File: src/pdm_pkg.sv
// Package of constants and types for the power-down mode controller
package pdm_pkg;

   // ----------------------------------------------------------------
   // Mode-select encodings
   // ----------------------------------------------------------------
   localparam logic [1:0] PDM_SEL_CPU_HALT   = 2'h0;
   localparam logic [1:0] PDM_SEL_PERIPH_HLT = 2'h1;
   localparam logic [1:0] PDM_SEL_PLL_OFF    = 2'h2;
   localparam logic [1:0] PDM_SEL_OSC_OFF    = 2'h3;

   // ----------------------------------------------------------------
   // Timing
   // ----------------------------------------------------------------
   localparam int PDM_CLK_MHZ          = 125;
   localparam int PDM_PLL_LOCK_US      = 200;
   localparam int PDM_PLL_LOCK_CYCLES  = PDM_PLL_LOCK_US * PDM_CLK_MHZ;
   localparam int PDM_OSC_START_US     = 1000;
   localparam int PDM_OSC_START_CYCLES = PDM_OSC_START_US * PDM_CLK_MHZ;
   localparam int PDM_CNT_W            = 24;

   // ----------------------------------------------------------------
   // Reset values
   // ----------------------------------------------------------------
   localparam logic [1:0] PDM_MODE_RESET = PDM_SEL_CPU_HALT;

   // Controller states
   typedef enum logic [2:0] {
      PDM_RUN      = 3'b000,
      PDM_SLEEP    = 3'b001,
      PDM_OSC_WAIT = 3'b010,
      PDM_PLL_WAIT = 3'b011,
      PDM_HELD     = 3'b100,
      PDM_RESUME   = 3'b101
   } pdm_state_type;

   // Resume action handed to the CPU
   typedef enum logic [1:0] {
      PDM_RES_NEXT = 2'b00,
      PDM_RES_ISR  = 2'b01,
      PDM_RES_NMI  = 2'b10
   } pdm_resume_type;

endpackage

File: src/pdm_ctrl.sv
// Power-down mode controller top level
//
// Contract
// - Low-power mode entered only on sleep instruction, chosen by mode-select field.
// - Mode-select 00 CPU-halt, 01 peripheral-halt, 10 PLL-off, 11 oscillator-off.
// - CPU clock always stopped while sleeping; only reset, watchdog, NMI, pin or peripheral interrupts wake.
// - External reset pin ends every low-power mode.
// - Watchdog reset ends first three modes; watchdog clock frozen in oscillator-off.
// - NMI and external pins restart clocks through a purely combinational path.
// - Masked external interrupt restarts clocks but CPU stays asleep.
// - CPU-halt keeps system clock; any unmasked peripheral interrupt ends it.
// - Peripheral-halt and PLL-off stop the system clock domain.
// - Those two modes end on peripheral interrupts only if unmasked and independent of system clock.
// - Oscillator-off stops all clocks; no watchdog or clocked peripheral exit.
// - Oscillator-off ends on unmasked peripheral wakeups needing neither clock.
// - Peripheral wakeups accepted in peripheral-halt, PLL-off and oscillator-off.
// - Program counter advances once on sleep; resume after the sleep instruction.
// - Reset or NMI wakeup takes its service routine immediately.
// - Maskable wakeup with global mask 0 runs the service routine first.
// - Maskable wakeup with global mask 1 continues straight after sleep.
// - CPU clock domain excludes interrupt control registers, which use system clock.
// - After PLL-off or oscillator-off, wait for PLL lock before full speed; a reset wake goes to full speed without the wait.
`timescale 1ns/100ps
module pdm_ctrl
   import pdm_pkg::*;
#(
   parameter int N_EXT        = 3,
   parameter int N_PER        = 8,
   parameter int LOCK_CYCLES  = PDM_PLL_LOCK_CYCLES,
   parameter int START_CYCLES = PDM_OSC_START_CYCLES
) (
   input  wire logic             clk_i,
   input  wire logic             resetn_i,
   input  wire logic             sleep_exec_i,
   input  wire logic [1:0]       power_mode_select_i,
   input  wire logic             global_interrupt_mask_i,
   input  wire logic             reset_pin_n_i,
   input  wire logic             wd_timeout_i,
   input  wire logic             nmi_i,
   input  wire logic [N_EXT-1:0] external_interrupt_pins_i,
   input  wire logic [N_EXT-1:0] ext_enable_i,
   input  wire logic [N_PER-1:0] periph_irq_i,
   input  wire logic [N_PER-1:0] periph_enable_i,
   input  wire logic [N_PER-1:0] periph_no_sysclk_i,
   input  wire logic [N_PER-1:0] periph_no_wdclk_i,
   input  wire logic             pll_locked_i,
   output logic                  cpu_clk_en_o,
   output logic                  sys_clk_en_o,
   output logic                  wd_clk_en_o,
   output logic                  pll_en_o,
   output logic                  osc_en_o,
   output logic                  clk_restart_o,
   output logic                  pc_advance_o,
   output logic                  cpu_reset_o,
   output logic                  resume_o,
   output logic [1:0]            resume_action_o,
   output logic                  full_speed_o,
   output logic                  asleep_o
);

   // ----------------------------------------------------------------
   // State
   // ----------------------------------------------------------------
   typedef struct packed {
      pdm_state_type      state;
      logic [1:0]         mode;
      logic [PDM_CNT_W-1:0] cnt;
      logic               pc_adv;
      logic               resume;
      pdm_resume_type     action;
      logic               cpu_rst;
      logic               full_speed;
   } pdm_regs_type;

   pdm_regs_type r_reg;
   pdm_regs_type r_next;

   localparam logic [PDM_CNT_W-1:0] LOCK_N  = PDM_CNT_W'(LOCK_CYCLES);
   localparam logic [PDM_CNT_W-1:0] START_N = PDM_CNT_W'(START_CYCLES);

   logic sleeping;
   logic wake_restart;
   logic wake_exit;
   logic wake_maskable;
   logic reset_wake;

   // ----------------------------------------------------------------
   // Wakeup qualification
   // ----------------------------------------------------------------
   pdm_wake_decode #(
      .N_EXT (N_EXT),
      .N_PER (N_PER)
   ) u_wake (
      .mode_i                    (r_reg.mode),
      .nmi_i                     (nmi_i),
      .external_interrupt_pins_i (external_interrupt_pins_i),
      .ext_enable_i              (ext_enable_i),
      .periph_irq_i              (periph_irq_i),
      .periph_enable_i           (periph_enable_i),
      .periph_no_sysclk_i        (periph_no_sysclk_i),
      .periph_no_wdclk_i         (periph_no_wdclk_i),
      .clk_restart_o             (wake_restart),
      .full_exit_o               (wake_exit),
      .maskable_o                (wake_maskable)
   );

   // System and watchdog clocks held off only in the sleep state itself; a masked pin hit lifts them
   assign sleeping = (r_reg.state == PDM_SLEEP) && !wake_restart;

   pdm_gate_map u_gate (
      .sleep_i      (sleeping),
      .mode_i       (r_reg.mode),
      .cpu_clk_en_o (),
      .sys_clk_en_o (sys_clk_en_o),
      .wd_clk_en_o  (wd_clk_en_o),
      .pll_en_o     (),
      .osc_en_o     ()
   );

   // CPU clock stays off until a full exit, even after clocks restart
   assign cpu_clk_en_o = (r_reg.state == PDM_RUN) || (r_reg.state == PDM_RESUME);
   // PLL off while asleep in PLL-off and oscillator-off and during oscillator start-up, oscillator only in oscillator-off; a masked pin wake powers them again
   assign pll_en_o     = !((r_reg.state == PDM_SLEEP) && r_reg.mode[1] && !wake_restart)
                         && (r_reg.state != PDM_OSC_WAIT);
   assign osc_en_o     = !((r_reg.state == PDM_SLEEP) && (r_reg.mode == PDM_SEL_OSC_OFF)
                         && !wake_restart);

   // Watchdog reset only counts when its clock runs
   assign reset_wake = !reset_pin_n_i ||
                       (wd_timeout_i && (r_reg.mode != PDM_SEL_OSC_OFF));

   assign clk_restart_o   = wake_restart;
   assign pc_advance_o    = r_reg.pc_adv;
   assign cpu_reset_o     = r_reg.cpu_rst;
   assign resume_o        = r_reg.resume;
   assign resume_action_o = r_reg.action;
   assign full_speed_o    = r_reg.full_speed;
   assign asleep_o        = (r_reg.state != PDM_RUN);

   // ----------------------------------------------------------------
   // Next-state logic
   // ----------------------------------------------------------------
   always_comb begin
      r_next         = r_reg;
      r_next.pc_adv  = 1'b0;
      r_next.resume  = 1'b0;
      r_next.cpu_rst = 1'b0;
      unique case (r_reg.state)
         PDM_RUN: begin
            r_next.full_speed = 1'b1;
            if (!reset_pin_n_i) begin
               r_next.cpu_rst = 1'b1;
            end else if (sleep_exec_i) begin
               r_next.mode   = power_mode_select_i;
               r_next.pc_adv = 1'b1;
               r_next.state  = PDM_SLEEP;
               r_next.full_speed = 1'b0;
            end
         end
         PDM_SLEEP: begin
            // Reset outranks interrupts; it bypasses the resume path entirely
            if (reset_wake) begin
               r_next.cpu_rst = 1'b1;
               r_next.action  = PDM_RES_NMI;
               r_next.state   = PDM_RUN;
               r_next.full_speed = 1'b1;
            end else if (wake_exit) begin
               if (nmi_i) begin
                  r_next.action = PDM_RES_NMI;
               end else if (global_interrupt_mask_i) begin
                  r_next.action = PDM_RES_NEXT;
               end else begin
                  r_next.action = PDM_RES_ISR;
               end
               if (r_reg.mode == PDM_SEL_OSC_OFF) begin
                  r_next.cnt   = START_N;
                  r_next.state = PDM_OSC_WAIT;
               end else if (r_reg.mode == PDM_SEL_PLL_OFF) begin
                  r_next.cnt   = LOCK_N;
                  r_next.state = PDM_PLL_WAIT;
               end else begin
                  r_next.state = PDM_RESUME;
               end
            end else if (wake_restart) begin
               r_next.state = PDM_HELD;
            end
         end
         PDM_HELD: begin
            // Clocks run but the CPU remains idle until a real exit
            if (reset_wake) begin
               r_next.cpu_rst = 1'b1;
               r_next.state   = PDM_RUN;
            end else if (wake_exit) begin
               r_next.action = nmi_i ? PDM_RES_NMI :
                               (global_interrupt_mask_i ? PDM_RES_NEXT : PDM_RES_ISR);
               r_next.cnt    = LOCK_N;
               r_next.state  = r_reg.mode[1] ? PDM_PLL_WAIT : PDM_RESUME;
            end else if (!wake_restart) begin
               r_next.state = PDM_SLEEP;
            end
         end
         PDM_OSC_WAIT: begin
            if (!reset_pin_n_i) begin
               r_next.cpu_rst = 1'b1;
               r_next.state   = PDM_RUN;
            end else if (r_reg.cnt <= PDM_CNT_W'(1)) begin
               r_next.cnt   = LOCK_N;
               r_next.state = PDM_PLL_WAIT;
            end else begin
               r_next.cnt = r_reg.cnt - PDM_CNT_W'(1);
            end
         end
         PDM_PLL_WAIT: begin
            // Both the time budget and the lock flag must agree
            if (!reset_pin_n_i) begin
               r_next.cpu_rst = 1'b1;
               r_next.state   = PDM_RUN;
            end else if (r_reg.cnt <= PDM_CNT_W'(1) && pll_locked_i) begin
               r_next.state = PDM_RESUME;
            end else if (r_reg.cnt > PDM_CNT_W'(1)) begin
               r_next.cnt = r_reg.cnt - PDM_CNT_W'(1);
            end
         end
         PDM_RESUME: begin
            r_next.resume     = 1'b1;
            r_next.full_speed = 1'b1;
            r_next.state      = PDM_RUN;
         end
         default: begin
            r_next.state = PDM_RUN;
         end
      endcase
   end

   // ----------------------------------------------------------------
   // Register
   // ----------------------------------------------------------------
   always_ff @(posedge clk_i or negedge resetn_i) begin
      if (!resetn_i) begin
         r_reg.state      <= PDM_RUN;
         r_reg.mode       <= PDM_MODE_RESET;
         r_reg.cnt        <= '0;
         r_reg.pc_adv     <= 1'b0;
         r_reg.resume     <= 1'b0;
         r_reg.action     <= PDM_RES_NEXT;
         r_reg.cpu_rst    <= 1'b0;
         r_reg.full_speed <= 1'b1;
      end else begin
         r_reg <= r_next;
      end
   end

   // ----------------------------------------------------------------
   // Checks
   // ----------------------------------------------------------------
   enter_on_sleep_a: assert property (@(posedge clk_i) disable iff (!resetn_i)
      (r_reg.state == PDM_RUN && reset_pin_n_i && sleep_exec_i) |=> (r_reg.state == PDM_SLEEP))
      else $error("sleep not entered");
   mode_capture_a: assert property (@(posedge clk_i) disable iff (!resetn_i)
      (r_reg.state == PDM_RUN && reset_pin_n_i && sleep_exec_i)
      |=> (r_reg.mode == $past(power_mode_select_i)))
      else $error("mode not captured");
   mode_hold_a: assert property (@(posedge clk_i) disable iff (!resetn_i)
      (r_reg.state == PDM_SLEEP) |=> $stable(r_reg.mode))
      else $error("mode changed in sleep");
   cpu_clk_off_a: assert property (@(posedge clk_i) disable iff (!resetn_i)
      (r_reg.state == PDM_SLEEP) |-> !cpu_clk_en_o)
      else $error("cpu clock on in sleep");
   sys_clk_map_a: assert property (@(posedge clk_i) disable iff (!resetn_i)
      (r_reg.state == PDM_SLEEP && !wake_restart && r_reg.mode != PDM_SEL_CPU_HALT) |-> !sys_clk_en_o)
      else $error("system clock on");
   osc_off_a: assert property (@(posedge clk_i) disable iff (!resetn_i)
      (r_reg.state == PDM_SLEEP && !wake_restart && r_reg.mode == PDM_SEL_OSC_OFF)
      |-> !(osc_en_o || wd_clk_en_o || pll_en_o))
      else $error("clock on in osc-off");
   pin_reset_a: assert property (@(posedge clk_i) disable iff (!resetn_i)
      (r_reg.state == PDM_SLEEP && !reset_pin_n_i) |=> (cpu_reset_o && r_reg.state == PDM_RUN))
      else $error("reset pin ignored");
   wd_osc_a: assert property (@(posedge clk_i) disable iff (!resetn_i)
      (r_reg.state == PDM_SLEEP && r_reg.mode == PDM_SEL_OSC_OFF && reset_pin_n_i
       && !wake_restart) |=> (r_reg.state == PDM_SLEEP))
      else $error("osc-off left without source");
   masked_hold_a: assert property (@(posedge clk_i) disable iff (!resetn_i)
      (r_reg.state == PDM_SLEEP && wake_restart && !wake_exit && !reset_wake)
      |-> (sys_clk_en_o && !cpu_clk_en_o) ##1 (r_reg.state == PDM_HELD))
      else $error("masked wake misbehaved");
   mask_resume_a: assert property (@(posedge clk_i) disable iff (!resetn_i)
      (r_reg.state == PDM_SLEEP && wake_exit && !reset_wake && !nmi_i && global_interrupt_mask_i)
      |=> (resume_action_o == PDM_RES_NEXT))
      else $error("wrong resume action");
   pc_once_a: assert property (@(posedge clk_i) disable iff (!resetn_i)
      pc_advance_o |=> !pc_advance_o)
      else $error("pc advanced twice");
   wd_exit_a: assert property (@(posedge clk_i) disable iff (!resetn_i)
      (r_reg.state == PDM_SLEEP && wd_timeout_i && r_reg.mode != PDM_SEL_OSC_OFF)
      |=> cpu_reset_o)
      else $error("watchdog wake lost");
   nmi_action_a: assert property (@(posedge clk_i) disable iff (!resetn_i)
      (r_reg.state == PDM_SLEEP && nmi_i && !reset_wake)
      |=> (resume_action_o == PDM_RES_NMI))
      else $error("nmi action wrong");
   isr_action_a: assert property (@(posedge clk_i) disable iff (!resetn_i)
      (r_reg.state == PDM_SLEEP && wake_exit && !reset_wake && !nmi_i && !global_interrupt_mask_i)
      |=> (resume_action_o == PDM_RES_ISR))
      else $error("isr action wrong");
   halt_periph_a: assert property (@(posedge clk_i) disable iff (!resetn_i)
      (r_reg.state == PDM_SLEEP && r_reg.mode == PDM_SEL_CPU_HALT && !reset_wake
       && (|(periph_irq_i & periph_enable_i)))
      |=> (r_reg.state == PDM_RESUME && sys_clk_en_o))
      else $error("cpu-halt peripheral exit lost");
   sysclk_dep_a: assert property (@(posedge clk_i) disable iff (!resetn_i)
      (r_reg.state == PDM_SLEEP && r_reg.mode != PDM_SEL_CPU_HALT && !reset_wake && !nmi_i
       && !(|external_interrupt_pins_i) && !(|(periph_irq_i & periph_no_sysclk_i)))
      |=> (r_reg.state == PDM_SLEEP))
      else $error("clocked peripheral woke");
   wdclk_dep_a: assert property (@(posedge clk_i) disable iff (!resetn_i)
      (r_reg.state == PDM_SLEEP && r_reg.mode == PDM_SEL_OSC_OFF && reset_pin_n_i && !nmi_i
       && !(|external_interrupt_pins_i) && !(|(periph_irq_i & periph_no_wdclk_i)))
      |=> (r_reg.state == PDM_SLEEP))
      else $error("watchdog-clocked peripheral woke");
   lock_wait_a: assert property (@(posedge clk_i) disable iff (!resetn_i)
      (r_reg.state == PDM_PLL_WAIT && !pll_locked_i) |=> !full_speed_o)
      else $error("full speed before lock");
   halt_sysclk_a: assert property (@(posedge clk_i) disable iff (!resetn_i)
      (r_reg.state == PDM_SLEEP && r_reg.mode == PDM_SEL_CPU_HALT) |-> sys_clk_en_o)
      else $error("system clock off in cpu-halt");
   resume_run_a: assert property (@(posedge clk_i) disable iff (!resetn_i)
      resume_o |-> (r_reg.state == PDM_RUN && full_speed_o && cpu_clk_en_o))
      else $error("resume without run");
   held_back_a: assert property (@(posedge clk_i) disable iff (!resetn_i)
      (r_reg.state == PDM_HELD && !wake_restart && !reset_wake) |=> (r_reg.state == PDM_SLEEP))
      else $error("held state stuck");
   held_clocks_a: assert property (@(posedge clk_i) disable iff (!resetn_i)
      (r_reg.state == PDM_HELD)
      |-> (!cpu_clk_en_o && sys_clk_en_o && wd_clk_en_o && pll_en_o && osc_en_o))
      else $error("held clocks wrong");
   pll_off_a: assert property (@(posedge clk_i) disable iff (!resetn_i)
      (r_reg.state == PDM_SLEEP && r_reg.mode == PDM_SEL_PLL_OFF && !wake_restart)
      |-> (!pll_en_o && wd_clk_en_o && osc_en_o))
      else $error("pll-off map wrong");

endmodule

File: src/pdm_gate_map.sv
// Clock-domain enable map for each selected mode
`timescale 1ns/100ps
module pdm_gate_map
   import pdm_pkg::*;
(
   input  wire logic       sleep_i,
   input  wire logic [1:0] mode_i,
   output logic            cpu_clk_en_o,
   output logic            sys_clk_en_o,
   output logic            wd_clk_en_o,
   output logic            pll_en_o,
   output logic            osc_en_o
);

   // Off table; awake means everything runs
   always_comb begin
      cpu_clk_en_o = !sleep_i;
      sys_clk_en_o = !sleep_i || (mode_i == PDM_SEL_CPU_HALT);
      wd_clk_en_o  = !sleep_i || (mode_i != PDM_SEL_OSC_OFF);
      pll_en_o     = !sleep_i || (mode_i[1] == 1'b0);
      osc_en_o     = !sleep_i || (mode_i != PDM_SEL_OSC_OFF);
   end

endmodule

File: src/pdm_wake_decode.sv
// Combinational wakeup qualification per mode
`timescale 1ns/100ps
module pdm_wake_decode
   import pdm_pkg::*;
#(
   parameter int N_EXT = 3,
   parameter int N_PER = 8
) (
   input  wire logic [1:0]       mode_i,
   input  wire logic             nmi_i,
   input  wire logic [N_EXT-1:0] external_interrupt_pins_i,
   input  wire logic [N_EXT-1:0] ext_enable_i,
   input  wire logic [N_PER-1:0] periph_irq_i,
   input  wire logic [N_PER-1:0] periph_enable_i,
   input  wire logic [N_PER-1:0] periph_no_sysclk_i,
   input  wire logic [N_PER-1:0] periph_no_wdclk_i,
   output logic                  clk_restart_o,
   output logic                  full_exit_o,
   output logic                  maskable_o
);

   // Per-peripheral eligibility depends on which clocks are stopped
   logic [N_PER-1:0] per_ok;
   logic             ext_any;
   logic             ext_unmasked;

   genvar g;
   generate
      for (g = 0; g < N_PER; g++) begin : g_per
         always_comb begin
            unique case (mode_i)
               PDM_SEL_CPU_HALT:   per_ok[g] = periph_irq_i[g] & periph_enable_i[g];
               PDM_SEL_PERIPH_HLT,
               PDM_SEL_PLL_OFF:    per_ok[g] = periph_irq_i[g] & periph_enable_i[g]
                                               & periph_no_sysclk_i[g];
               PDM_SEL_OSC_OFF:    per_ok[g] = periph_irq_i[g] & periph_enable_i[g]
                                               & periph_no_sysclk_i[g] & periph_no_wdclk_i[g];
            endcase
         end
      end
   endgenerate

   // Pin paths are pure gates so they work with every clock stopped
   assign ext_any       = |external_interrupt_pins_i;
   assign ext_unmasked  = |(external_interrupt_pins_i & ext_enable_i);
   assign clk_restart_o = nmi_i | ext_any | (|per_ok);
   assign full_exit_o   = nmi_i | ext_unmasked | (|per_ok);
   assign maskable_o    = ext_unmasked | (|per_ok);

endmodule
File: config.mk
export PLATFORM = sky130hd
export DESIGN_NAME = pdm_ctrl
export DESIGN_NICKNAME = d
export VERILOG_FILES = /design/src/pdm_pkg.sv /design/src/pdm_ctrl.sv /design/src/pdm_gate_map.sv /design/src/pdm_wake_decode.sv
export SDC_FILE = /design/constraint.sdc
export NUM_CORES = 1
export LEC_CHECK = 0
export BUFFER_PORTS_ARGS = -buffer_cell sky130_fd_sc_hd__buf_2
export CAP_MARGIN = 25
export CORE_AREA = 2 2 74 76
export CTS_BUF_LIST = sky130_fd_sc_hd__clkbuf_16
export DETAILED_ROUTE_END_ITERATION = 16
export DIE_AREA = 0 0 76 78
export PLACE_DENSITY_LB_ADDON = 0.25
export SYNTH_ARGS = -nofsm -noshare
export SYNTH_HDL_FRONTEND = slang
export SYNTH_SLANG_ARGS = --single-unit
File: constraint.sdc
create_clock -name clk_i -period 3.1 [get_ports clk_i]
set_clock_uncertainty 0.2 [all_clocks]
set_input_delay 0 -clock clk_i [delete_from_list [all_inputs] [get_ports clk_i]]
set_output_delay 0 -clock clk_i [all_outputs]
set_load 0.05 [all_outputs]
==> results of run 1 <==
## report_power, final
group	total (W)	switching, W	leakage [nW]	internal, W
logic	0.00147	0.000933	0.839	0.000536
clock network	0.000465	0.000175	0.0762	0.000290
registers	0.000793	0.000188	0.446	0.000605
## kinds of logic (layout without fill, tap and decap cells)
group	count (synthesis)	in the layout	share of synthesized area, %
AOI/OAI and AO/OA	107	107	30.0
adders and majority gates	5	5	2.53
buffers and inverters	32	104	6.23
DFF	35	35	35.5
muxes	3	3	1.22
and+or+nand+nor	117	117	24.5
## metal layers
layer | track usage (%) | share of wire, % | vias to the layer above
li1 | - | - | 1276
met1 | 32.0 | 46 | 1245
met2 | 37.8 | 47 | 85
met3 | 3.60 | 5.7 | 8
met4 | 8.00 | 1.2 | 0
met5 | 0 | 0 | -
## worst max-delay path, cell delays in order, from the launching register on
cell and delay, ps:
dfrtp_1 530, or3_1 500, nor2_1 280, nand2_1 80, dlygate4sd3_1 550, o21ai_0 90
dlygate4sd3_1 590
## area by class of cell
type / count / area (µm²) / share of cell area [%]
inverter: 15 / 56.3 / 1.82
clock inverter: 3 / 12.5 / 0.403
clock buffer: 5 / 125 / 4.03
timing repair buffer: 81 / 493 / 15.9
tap: 70 / 87.6 / 2.82
sequential: 35 / 877 / 28.3
multi-input combinational: 232 / 1450 / 46.8
## through the flow
step | worst slack [ps] | area [µm²] | power, W
finish | 211 | 3100 | 0.00273
global route | 50.1 | 3100 | 0.00293
CTS | 59.3 | 3090 | 0.00270
detailed placement | 162 | 2810 | 0.00219
global placement | 268 | 2810 | 0.00217
floorplan | 1.02 | 2470 | 0.00188
## worst min-delay path by stage
stage                    start           end  slack [ps]  cells after the start
6_report       ext_enable_i[0]     r_reg[32]         130                      5
5_1_grt        ext_enable_i[0]     r_reg[32]         180                      5
4_1_cts        ext_enable_i[0]     r_reg[32]         130                      5
3_5_place_dp          resetn_i      resume_o         -70                      1
3_3_place_gp          resetn_i  pc_advance_o         -80                      1
2_1_floorplan         resetn_i   cpu_reset_o        -500                      0
## cells in the final DEF, fill, tap and decap left out, types with 3 or more instances in the layout
cell type | netlist | layout
buf_2 | 3 | 60
o31ai_1 | 7 | 7
nand2_1 | 30 | 30
ha_1 | 5 | 5
or3_1 | 5 | 5
a31oi_1 | 15 | 15
nand3_1 | 14 | 14
a21oi_1 | 19 | 19
a41oi_1 | 3 | 3
nor4_1 | 4 | 4
a22o_1 | 4 | 4
clkbuf_16 | 0 | 5
a21o_1 | 3 | 3
nor2b_1 | 3 | 3
buf_4 | 2 | 7
dfrtp_1 | 34 | 34
o21ai_0 | 14 | 13
o22ai_1 | 4 | 3
nand4_1 | 3 | 3
nor3_1 | 13 | 13
a21boi_0 | 3 | 3
dlygate4sd3_1 | 0 | 14
o211ai_1 | 8 | 8
nand2b_1 | 3 | 3
o2111ai_1 | 8 | 8
a31o_2 | 4 | 4
nor2_1 | 27 | 27
mux2i_1 | 3 | 3
inv_1 | 15 | 17
## repair_timing
action                                  in CTS  in global routing
hold buffers                                14                  0
gates resized for setup                      0                  3
endpoints found under the setup margin       0                  7
hold endpoints to repair                    42                  0
==> results.toml, run 1 <==
[cells_and_area]
antennaDiodeCount = 0
post-route-util_pct = 61.5
drive_above_1_share_pct = 25.1
syn_to_final_growth_pct = 25.5
finalNonFillerCells = 441
largest_register_ffs = 29
nFillCells = 448
fin_nets = 423

[sta]
setup_viol = 0
tns_ps = 0
hold_violations = 0
period_share_pct = 93.2
final-max-slew-violation-count = 0
whs_ps = 134
rsz0062_at_grt = "false"
worstMarginPinSlew_ps = 783
max_slew_margin_pct = 47.8
final.min_clock_period_ps = 2890
fmax_mhz = 346

[floorplan]
die_w_um = 76
rows = 26
start_util_pct = 49.0
core_um2 = 5040
num_io_pins = 61
die_area_um2 = 5930
die_y_um = 78

[grt]
antenna_found_initial = 0
grt_pass1_vias = 2541
grt_max_degree = 36
grt_first_pass_wirelength_um = 11400
overflow = 0
track_usage_pct = 23.3

[worst_setup_path]
crit_start = "r_reg[33]"
rr_startpoint = "r_reg[33]"
rrSetupSlack_ps = 210
crit_required_ps = 3100
path_class = "flip-flop to flip-flop"
crit_fanout = 14
rr_endpoint = "r_reg[31]"
timing.critical_path.to = "r_reg[31]"
r2r_cells = 6
critical_path_arrival_ps = 2890
cp-end-kind = "flip-flop"
critPathLaunchType = "flip-flop"

[synthesis]
synth_area_leaders = "dfrtp_1, nand2_1, nor2_1"
seq_area_frac_synth_pct = 35.5
synthesis.area_um2 = 2470
syn-num-nets = 352
synth-seq-cells = 35
ys_warn_count = 0
yosysTopAreaCell = "dfrtp_1"
yosys.area.top_type_share_pct = 34.4
synth_cell_types = 55
async_reset_ff_share_pct = 100
synth_edf_count = 0
ys_top_cells_by_count = "dfrtp_1, nand2_1, nor2_1, a21oi_1"
syn_area_per_cell_um2 = 8.26
synth_most_common_cell = "dfrtp_1"
synth_ff_type = "dfrtp_1"
syn_inst = 299

[cts]
htree_levels = 2
clk_latency_ps = 270
clkTransAtPathRegs_ps = 50
post_cts_buffers = 0
cts.path.max_buffers = 2
clkSinkCount = 35
cts_buffers = 5
root_buffer = "clkbuf_16"
cts_tree = "yes"

[routing]
drcViolationCount = 0
via_count = 2614
dr.pass1.iters = 4
post_drt_wl_per_cell_um = 14.9
antenna_left = 0
wl_um = 6590
vias_per_cell = 5.93
first_iter_violations = 248

[place]
place_inst = 419
gp_congestion = 0.862
port-buffer-count = 60
place_hpwl_um = 4750

[hold_path]
hp-class = "primary input to flip-flop"

[run]
drv_cap = 0

[power_and_ir_drop]
power_density_nw_per_um2 = 879
ir_drop_uv = 497
p_leak_nw = 1.36

[outcome]
status = "finished clean"
Power figures use the tool's default switching activity.
==> run 2, diff against run 1 <==
- clock period: 3.1 -> 2.85 ns (I/O delays scaled with it)
==> results.toml, run 2 (same netlist as run 1, synthesis figures left out) <==
[worst_setup_path]
cp-end-kind = "output port"
critPathLaunchType = "flip-flop"
crit_fanout = 16
cp_cell_sequence = "inv_1 -> ha_2 -> o211ai_1 -> o2111ai_1 -> o21ai_2 -> nand3_2 -> or3_4 -> buf_2"
rr_startpoint = "r_reg[17]"
timing.critical_path.to = "sys_clk_en_o"
path_class = "flip-flop to output port"
critPathMaxStageDelay_ps = 390
r2r_cells = 6
rr_endpoint = "r_reg[12]"
critical_path_arrival_ps = 2470
slowest_stage = "or3_4"
crit_start = "r_reg[30]"
rrSetupSlack_ps = 190
crit_required_ps = 2650

[grt]
grt_use_met3_pct = 3.84
track_usage_pct = 23.2
antenna_found_initial = 0
use_met2_pct = 36.3
grt_pass1_vias = 2436
busiest_layer = "met2"
overflow = 0
met1_usage_pct = 33.1
grt_first_pass_wirelength_um = 11400
grt_max_degree = 36

[hold_path]
hp-class = "primary input to flip-flop"

[place]
place_hpwl_um = 4860
port-buffer-count = 60
place_area_um2 = 2840
gp_congestion = 0.904

[floorplan]
die_y_um = 78
core_um2 = 5040
start_util_pct = 49.0
rows = 26
die_w_um = 76
die_area_um2 = 5930
num_io_pins = 61

[cells_and_area]
drive_above_1_share_pct = 26.9
antennaDiodeCount = 0
largest_register_ffs = 29
layout_commonest_cell = "buf_2"
syn_to_final_growth_pct = 25.1
stdcell_area_um2 = 3090
layout_common_cells = "buf_2, dfrtp_1, nand2_1"
fin_nets = 421

[routing]
first_iter_violations = 274
wl_um = 6720
via_count = 2578
dr.pass1.iters = 4
vias_per_cell = 5.89
post_drt_wl_per_cell_um = 15.4
drcViolationCount = 0
antenna_left = 0

[cts]
cts_tree = "yes"
cts.path.max_buffers = 2
clk_latency_ps = 270
htree_levels = 2
cts_buffers = 5
clkTransAtPathRegs_ps = 50
root_buffer = "clkbuf_16"
clkSinkCount = 35

[sta]
fmax_mhz = 374
worstMarginPinSlew_ps = 768
max_slew_margin_pct = 48.8
rsz0062_at_grt = "false"
tns_ps = 0
whs_ps = 99.2
hold_violations = 0
final.min_clock_period_ps = 2670
final-max-slew-violation-count = 0
period_share_pct = 93.7
setup_viol = 0

[run]
drv_cap = 0

[power_and_ir_drop]
p_leak_nw = 1.35
power_density_nw_per_um2 = 959
ir_drop_uv = 490

[outcome]
status = "finished clean"
-- run 2: how the worst min path moves through the flow --
stage,startpoint,end,slack (ps),depth (start not counted)
after floorplan,resetn_i,cpu_reset_o,-500,0
after global placement,resetn_i,resume_action_o[1],-70,1
after detailed placement,resetn_i,resume_action_o[1],-80,1
after CTS,ext_enable_i[0],r_reg[32],100,5
after global routing,ext_enable_i[0],r_reg[32],130,5
final,ext_enable_i[0],r_reg[32],100,5
-- run 2: critical path: cells and delay by family (launching register included) --
family	cells	cell delay, ps
AOI/OAI and AO/OA	3	740
adders and majority gates	1	290
buffers and inverters	2	300
DFF	1	340
and+or+nand+nor	2	530
-- run 2: cell type report --
class,instances,area (µm²)
Multi-Input combinational cell,232,1470
Fill cell,445,1950
Inverter,15,56.3
Sequential cell,35,877
Clock buffer,5,125
Timing Repair Buffer,79,468
Tap cell,70,87.6
Clock inverter,2,8.76
-- run 2: where the power goes --
group,leakage (nW),switching [W],internal (W)
logic,0.835,0.00104,0.000571
registers,0.446,0.000189,0.000659
clock network,0.0671,0.000188,0.000313
-- run 2: metal layers --
layer / routed length [µm] / up-vias
li1: - / 1271
met1: 3120 / 1215
met2: 3200 / 87
met3: 367 / 5
met4: 38 / 0
met5: 0 / -
-- run 2: what timing repair did --
item / in CTS / in global routing
hold buffers: 10 / 0
endpoints found under the setup margin: 2 / 4
gates cloned: 0 / 0
setup buffers: 0 / 0
endpoints found under the hold margin: 42 / 0
gates resized for setup: 2 / 1
-- run 2: stage by stage --
step	cells	power (W)	utilization, %	setup WS (ps)
6_report	438	0.00296	61.3	179
5_1_grt	438	0.00317	61.3	42.7
4_1_cts	438	0.00294	61.2	41.4
3_5_place_dp	421	0.00240	56.4	175
3_3_place_gp	421	0.00238	56.4	271
2_1_floorplan	299	0.00206	-	117
